[src/shared/fpc_pkg.sv]
`default_nettype none
package fpc_pkg;
	// ***************************************************
	// Bus widths
	// ***************************************************
	localparam int FPC_AW = 18;
	localparam int FPC_DW = 16;

	// ***************************************************
	// Command codes and status fields
	// ***************************************************
	localparam logic [7:0] FPC_CMD_READ_ARRAY = 8'hFF;
	localparam logic [7:0] FPC_CMD_READ_STATUS = 8'h70;
	localparam logic [7:0] FPC_CMD_CLEAR_STATUS = 8'h50;
	localparam int FPC_SR_READY_BIT = 7;

	// ***************************************************
	// Timing at 100 MHz
	// ***************************************************
	localparam int FPC_CLK_PERIOD_NS = 10;
	localparam int FPC_RELEASE_TO_DATA_NS = 300;
	localparam int FPC_RELEASE_CYC = (FPC_RELEASE_TO_DATA_NS
		+ FPC_CLK_PERIOD_NS - 1) / FPC_CLK_PERIOD_NS;
	localparam int FPC_WE_PULSE_NS = 50;
	localparam int FPC_WE_CYC = (FPC_WE_PULSE_NS + FPC_CLK_PERIOD_NS - 1)
		/ FPC_CLK_PERIOD_NS;
	localparam int FPC_ACCESS_NS = 120;
	localparam int FPC_ACCESS_CYC = (FPC_ACCESS_NS + FPC_CLK_PERIOD_NS - 1)
		/ FPC_CLK_PERIOD_NS;
	localparam int FPC_CNT_W = 6;

	// ***************************************************
	// Host sequencer states
	// ***************************************************
	typedef enum logic [3:0] {
		FPC_PWRDN,
		FPC_RECOVER,
		FPC_IDLE,
		FPC_WR_SETUP,
		FPC_WR_PULSE,
		FPC_WR_HOLD,
		FPC_RD_ACCESS,
		FPC_RD_DONE
	} fpc_state_e;
endpackage
`default_nettype wire

[src/shared/fpc_tmr_if.sv]
`default_nettype none
interface fpc_tmr_if;
	import fpc_pkg::*;
	logic load;
	logic [FPC_CNT_W-1:0] count;
	logic done;
	modport owner (output load, output count, input done);
	modport timer (input load, input count, output done);
endinterface
`default_nettype wire

[src/design/fpc_timer.sv]
`default_nettype none
// ***************************************************
// Cycle timer: done pulses when loaded count expires
// ***************************************************
module fpc_timer
	import fpc_pkg::*;
(
	// Clock and reset
	input wire logic clk,
	input wire logic reset,
	// Control
	fpc_tmr_if.timer tmr
);
	logic [FPC_CNT_W-1:0] cnt_ff, nxt_cnt;
	logic done_ff, nxt_done;

	// Reload on request, otherwise count down to zero, pulsing done on the step from one
	always_comb begin
		nxt_cnt = cnt_ff;
		nxt_done = 1'b0;
		if (tmr.load) begin
			nxt_cnt = tmr.count;
		end else if (cnt_ff == FPC_CNT_W'(1)) begin
			nxt_cnt = '0;
			nxt_done = 1'b1;
		end else if (cnt_ff != '0) begin
			nxt_cnt = cnt_ff - FPC_CNT_W'(1);
		end
	end

	// Register stage
	always_ff @(posedge clk or posedge reset) begin
		if (reset) begin
			cnt_ff <= '0;
			done_ff <= 1'b0;
		end else begin
			cnt_ff <= nxt_cnt;
			done_ff <= nxt_done;
		end
	end

	assign tmr.done = done_ff;
endmodule
`default_nettype wire

[src/design/fpc_host.sv]
// ***************************************************
// Summary of operation
// - Drive powerdown-reset from system reset
// - Assert chip select before trusting data
// - Write needs both WE and CE low
// - Issue Read Array after program or erase (the user writes FF itself; the host does not)
// - Read Array command is byte FF
// ***************************************************
`default_nettype none
module fpc_host
	import fpc_pkg::*;
(
	// Clock and reset
	input wire logic clk,
	input wire logic reset,
	// User request side
	input wire logic req_valid,
	input wire logic req_write,
	input wire logic [FPC_AW-1:0] req_addr,
	input wire logic [FPC_DW-1:0] req_wdata,
	output logic req_ready,
	output logic rsp_valid,
	output logic [FPC_DW-1:0] rsp_rdata,
	output logic flash_ready,
	// Flash pins
	output logic powerdown_reset_n,
	output logic ce_n,
	output logic oe_n,
	output logic we_n,
	output logic [FPC_AW-1:0] addr,
	input wire logic [FPC_DW-1:0] dq_in,
	output logic [FPC_DW-1:0] dq_out,
	output logic dq_oe_n
);
	fpc_tmr_if tmr();
	fpc_state_e state_ff, nxt_state;
	logic rpn_ff, nxt_rpn, ce_ff, nxt_ce, oe_ff, nxt_oe, we_ff, nxt_we;
	logic dqoe_ff, nxt_dqoe, rdy_ff, nxt_rdy, rv_ff, nxt_rv, fr_ff, nxt_fr;
	logic [FPC_AW-1:0] a_ff, nxt_a;
	logic [FPC_DW-1:0] d_ff, nxt_d, rd_ff, nxt_rd;

	fpc_timer u_tmr (
		.clk(clk),
		.reset(reset),
		.tmr(tmr.timer)
	);

	function automatic logic [FPC_CNT_W-1:0] cyc(input int n);
		cyc = FPC_CNT_W'(n);
	endfunction

	// ***************************************************
	// Sequencer: reset, recovery, write and read cycles
	// ***************************************************
	always_comb begin
		nxt_state = state_ff;
		nxt_rpn = rpn_ff;
		nxt_ce = ce_ff;
		nxt_oe = oe_ff;
		nxt_we = we_ff;
		nxt_dqoe = dqoe_ff;
		nxt_rdy = 1'b0;
		nxt_rv = 1'b0;
		nxt_fr = fr_ff;
		nxt_a = a_ff;
		nxt_d = d_ff;
		nxt_rd = rd_ff;
		tmr.load = 1'b0;
		tmr.count = '0;
		case (state_ff)
			FPC_PWRDN: begin
				// Release one cycle after system reset drops
				nxt_rpn = 1'b1;
				tmr.load = 1'b1;
				tmr.count = cyc(FPC_RELEASE_CYC);
				nxt_state = FPC_RECOVER;
			end
			FPC_RECOVER: begin
				// No access before data is guaranteed valid
				if (tmr.done) begin
					nxt_fr = 1'b1; // Device in array read mode
					nxt_rdy = 1'b1;
					nxt_state = FPC_IDLE;
				end
			end
			FPC_IDLE: begin
				// Deselected while idle lets the device stand
				if (req_valid && req_write) begin
					// User writes FF itself after program or erase
					nxt_a = req_addr;
					nxt_d = req_wdata; // Low byte carries the command
					nxt_ce = 1'b0;
					nxt_dqoe = 1'b0;
					nxt_state = FPC_WR_SETUP;
				end else if (req_valid) begin
					// Fresh select and address per read
					nxt_a = req_addr;
					nxt_ce = 1'b0;
					nxt_oe = 1'b0;
					tmr.load = 1'b1;
					tmr.count = cyc(FPC_ACCESS_CYC);
					nxt_state = FPC_RD_ACCESS;
				end else begin
					nxt_rdy = 1'b1;
				end
			end
			FPC_WR_SETUP: begin
				// WE falls only with CE already low
				nxt_we = 1'b0;
				tmr.load = 1'b1;
				tmr.count = cyc(FPC_WE_CYC);
				nxt_state = FPC_WR_PULSE;
			end
			FPC_WR_PULSE: begin
				if (tmr.done) begin
					nxt_we = 1'b1; // Command latched on WE rise
					nxt_state = FPC_WR_HOLD;
				end
			end
			FPC_WR_HOLD: begin
				// Both strobes high inhibits stray writes
				nxt_ce = 1'b1;
				nxt_dqoe = 1'b1;
				nxt_rdy = 1'b1;
				nxt_state = FPC_IDLE;
			end
			FPC_RD_ACCESS: begin
				if (tmr.done) begin
					nxt_rd = dq_in;
					nxt_rv = 1'b1;
					nxt_state = FPC_RD_DONE;
				end
			end
			FPC_RD_DONE: begin
				// Drop select so the device enters standby
				nxt_ce = 1'b1;
				nxt_oe = 1'b1;
				nxt_rdy = 1'b1;
				nxt_state = FPC_IDLE;
			end
			default: begin
				nxt_state = FPC_PWRDN;
			end
		endcase
	end

	// ***************************************************
	// Registers; reset holds the flash in power-down
	// ***************************************************
	always_ff @(posedge clk or posedge reset) begin
		if (reset) begin
			state_ff <= FPC_PWRDN;
			rpn_ff <= 1'b0; // Aborts work, clears status
			ce_ff <= 1'b1;
			oe_ff <= 1'b1;
			we_ff <= 1'b1;
			dqoe_ff <= 1'b1;
			rdy_ff <= 1'b0;
			rv_ff <= 1'b0;
			fr_ff <= 1'b0;
			a_ff <= '0;
			d_ff <= '0;
			rd_ff <= '0;
		end else begin
			state_ff <= nxt_state;
			rpn_ff <= nxt_rpn;
			ce_ff <= nxt_ce;
			oe_ff <= nxt_oe;
			we_ff <= nxt_we;
			dqoe_ff <= nxt_dqoe;
			rdy_ff <= nxt_rdy;
			rv_ff <= nxt_rv;
			fr_ff <= nxt_fr;
			a_ff <= nxt_a;
			d_ff <= nxt_d;
			rd_ff <= nxt_rd;
		end
	end

	// Pins straight from flip-flops
	assign powerdown_reset_n = rpn_ff;
	assign ce_n = ce_ff;
	assign oe_n = oe_ff;
	assign we_n = we_ff;
	assign addr = a_ff;
	assign dq_out = d_ff;
	assign dq_oe_n = dqoe_ff;
	assign req_ready = rdy_ff;
	assign rsp_valid = rv_ff;
	assign rsp_rdata = rd_ff;
	assign flash_ready = fr_ff;
endmodule
`default_nettype wire

[config.mk]
export PLATFORM = sky130hd
export DESIGN_NAME = fpc_host
export DESIGN_NICKNAME = d
export VERILOG_FILES = /design/src/shared/fpc_pkg.sv /design/src/shared/fpc_tmr_if.sv /design/src/design/fpc_timer.sv /design/src/design/fpc_host.sv
export SDC_FILE = /design/constraint.sdc
export NUM_CORES = 1
export LEC_CHECK = 0
export BUFFER_PORTS_ARGS = -buffer_cell sky130_fd_sc_hd__buf_4
export CAP_MARGIN = 30
export CORE_MARGIN = 3
export CORE_UTILIZATION = 40
export DETAILED_ROUTE_END_ITERATION = 12
export PLACE_DENSITY = 0.76
export SYNTH_ARGS = -nofsm -noshare
export SYNTH_HDL_FRONTEND = slang
export SYNTH_SLANG_ARGS = --single-unit
[constraint.sdc]
create_clock -name clk -period 3.55 [get_ports clk]
set_clock_uncertainty 0.2 [all_clocks]
set_input_delay 0.71 -clock clk [delete_from_list [all_inputs] [get_ports clk]]
set_output_delay 0.71 -clock clk [all_outputs]
set_load 0.02 [all_outputs]
==> flow_metrics.tcl <==
set metrics [dict create \
    outcome "complete, no violations" \
    worst_skew_pair.late_latency_ps 330 \
    post_route_cells_drive_above_1_share_pct 56.21 \
    timing.final.setup_violations 0 \
    fin_crit_sh_pct 56.93 \
    num_rows 30 \
    setup_tns_ps 0 \
    antenna_found_initial 0 \
    grt.overflow.total 0 \
    regArea_um2 1707 \
    die-area_um2 8181 \
    cts_setup_buffers 0 \
    synth.yosys.warnings 0 \
    max-slew-margin-rel_pct 43.92 \
    layout_common_cells "112 x buf_4, 64 x dfrtp_1, 32 x mux2_2, 10 x nand2_1" \
    clkSinkCount 68 \
    grt_pass1_wl_um 10160 \
    path_cells "nor2_1 -> and3_4 -> nand2_4 -> mux2_2" \
    grt.total_usage_pct 15.38 \
    clkPwrFrac_pct 14.8 \
    n_fill_cell 596 \
    tightest_slew_ps 841.2 \
    required_ps 3560 \
    port_buffers 111 \
    hold_buffers 0 \
    syn_avg_cell_area_um2 14.19 \
    clk_path_buf_depth 2 \
    rrSetupSlack_ps 1530 \
    initial_core_util_pct 41.53 \
    drt_iter0_markers 86 \
    p_int_mw 2.218 \
    hold_class "reg2reg" \
    post-route-min-period_ps 2021 \
    viasPerCell 4.789 \
    p_comb_share_pct 45.9 \
    clk_pin_slew_ps 70 \
    worst_ir_drop_vdd_mv 0.3845 \
    ant_nets 0 \
    synth_area_um2 2853 \
    critPathSlowestCell "dfrtp_1" \
    ys.flop_type "dfrtp_1" \
    synth_edf_count 0 \
    preCtsSetupSlack_ps 1476 \
    routedWlPerCell_um 14.33 \
    synth_fp_nets 257 \
    htree_levels 3 \
    netlist_instances 201 \
    end_kind "register" \
    ys_types 41 \
    detail_route.wirelength_um 5988 \
    place.gp.congestion 0.8186 \
    async_flop_share_pct 100.0 \
    p_sw_mw 1.378 \
    vias 2002 \
    core-area_um2 6869 \
    power_density_nw_per_um2 917.2 \
    ctsRootBufferMaster "clkbuf_8" \
    power_frac_seq_pct 39.3 \
    area_growth_pct 37.46 \
    fin_cells 418 \
    post_cts_resized 0 \
    rsz0062_at_grt "false" \
    grt_pass1_vias 2170 \
    critPathLaunchType "register" \
    fp.dieW_um 90.45 \
    num_antenna_cells 0 \
    grt_start_max_net_pins 69 \
    drt-pass1-iter-count 4 \
    multiInputGateArea_um2 1062 \
    place_hpwl_um 4347 \
    final_common_cell "buf_4" \
    max_cap_viol_count 0 \
    cts_buffers 9 \
    drc 0 \
    setup_ws_ps 1529 \
    yosys_register_bits 68 \
    cellLeakagePower_nw 1.898 \
    layout.nets 373 \
    crit_fanout 20 \
    die_y_um 90.45 \
    p_sw_share_pct 38.32 \
    io_pins 112 \
    finalMaxSlewViolations 0 \
    place_inst 402 \
    worstSetupPathType "reg2reg" \
    final-hold-violation-count 0 \
    total_power_mw 3.596 \
    worst_ep_arrival_time_ps 2030 \
    cts_tree "yes" \
    yosysSeqAreaShare_pct 59.82 \
    timing.hold.ws_ps 275.0 \
    fmax_ghz 0.4948 \
    max_stage_delay_ps 530 \
]
-- power groups by stage --
| stage | registers, mW | logic (mW) | clock network (mW) |
|---|---|---|---|
| final | 1.41 | 1.65 | 0.532 |
| after global routing | 1.48 | 1.77 | 0.588 |
| after CTS | 1.42 | 1.67 | 0.554 |
| after detailed placement | 1.43 | 1.67 | 0 |
| after global placement | 1.42 | 1.62 | 0 |
| after floorplan | 1.72 | 0.691 | 0 |
-- logic make-up (layout without fill, tap and decap cells) --
family          after synthesis  count (layout)  synth area share, %
simple gates                 35              35                7.939
buf+inv                      15             136                2.938
flops                        68              68                59.82
xor+xnor                      1               1               0.3071
mux                          51              51                21.27
fa+ha+maj                     2               2               0.8771
compound gates               29              29                6.843
-- per-layer routing --
metal | up-vias | track usage (%) | share of wire [%]
li1 | 938 | - | -
met1 | 997 | 18.31 | 42
met2 | 62 | 26.14 | 50
met3 | 5 | 5.250 | 6.6
met4 | 0 | 4.974 | 1.0
met5 | - | 0 | 0
-- path summary, 6_finish.rpt --
| check | end | cells after the start | start |
|---|---|---|---|
| hold / removal | powerdown_reset_n | 1 | powerdown_reset_n |
| max in group asynchronous | u_tmr.cnt_ff[1] | 3 | reset |
| hold reg to reg | powerdown_reset_n | 1 | powerdown_reset_n |
| setup / recovery | dq_out[10] | 4 | state_ff[2] |
| min in group asynchronous | dq_out[8] | 3 | reset |
| setup reg to reg | dq_out[10] | 4 | state_ff[2] |
-- synth_stat cells, types with 3 or more instances --
master	n	share of area (%)
dfrtp_1	64	56
mux2_2	32	13
nand2_1	10	1.3
mux2_1	9	3.6
mux2_4	9	4.7
a21oi_1	8	1.4
inv_1	8	1.1
o21ai_0	8	1.4
nor2_1	6	0.79
dfstp_2	4	3.7
buf_4	3	0.79
nor2b_1	3	0.66
-- state kept, by name, summed over array words and instances (netlist names), 3 cells and up --
name / flops
addr: 18
state_ff: 3
dq_out: 16
u_tmr.cnt_ff: 6
rsp_rdata: 16
-- critical path: cells and delay by family, from the launching register on --
| family | cells | cell delay (ps) |
|---|---|---|
| simple gates | 3 | 860 |
| mux | 1 | 320 |
| flops | 1 | 530 |
-- final cells by class --
cell class | instances | share of cell area, %
clock inverters | 4 | 0.6701
inverters | 8 | 0.7658
flip-flops and latches | 68 | 43.52
clock buffers | 12 | 3.446
multi-input cells | 118 | 27.09
repair buffers | 112 | 21.44
well taps | 96 | 3.063
-- through the flow --
step           utilization (%)  instance area [um2]
6_report                 57.09                 3921
5_1_grt                  57.09                 3921
4_1_cts                  57.09                 3921
3_5_place_dp             54.74                 3760
3_3_place_gp             54.74                 3760
2_1_floorplan                -                 2853
(Power assumes the default switching activity.)
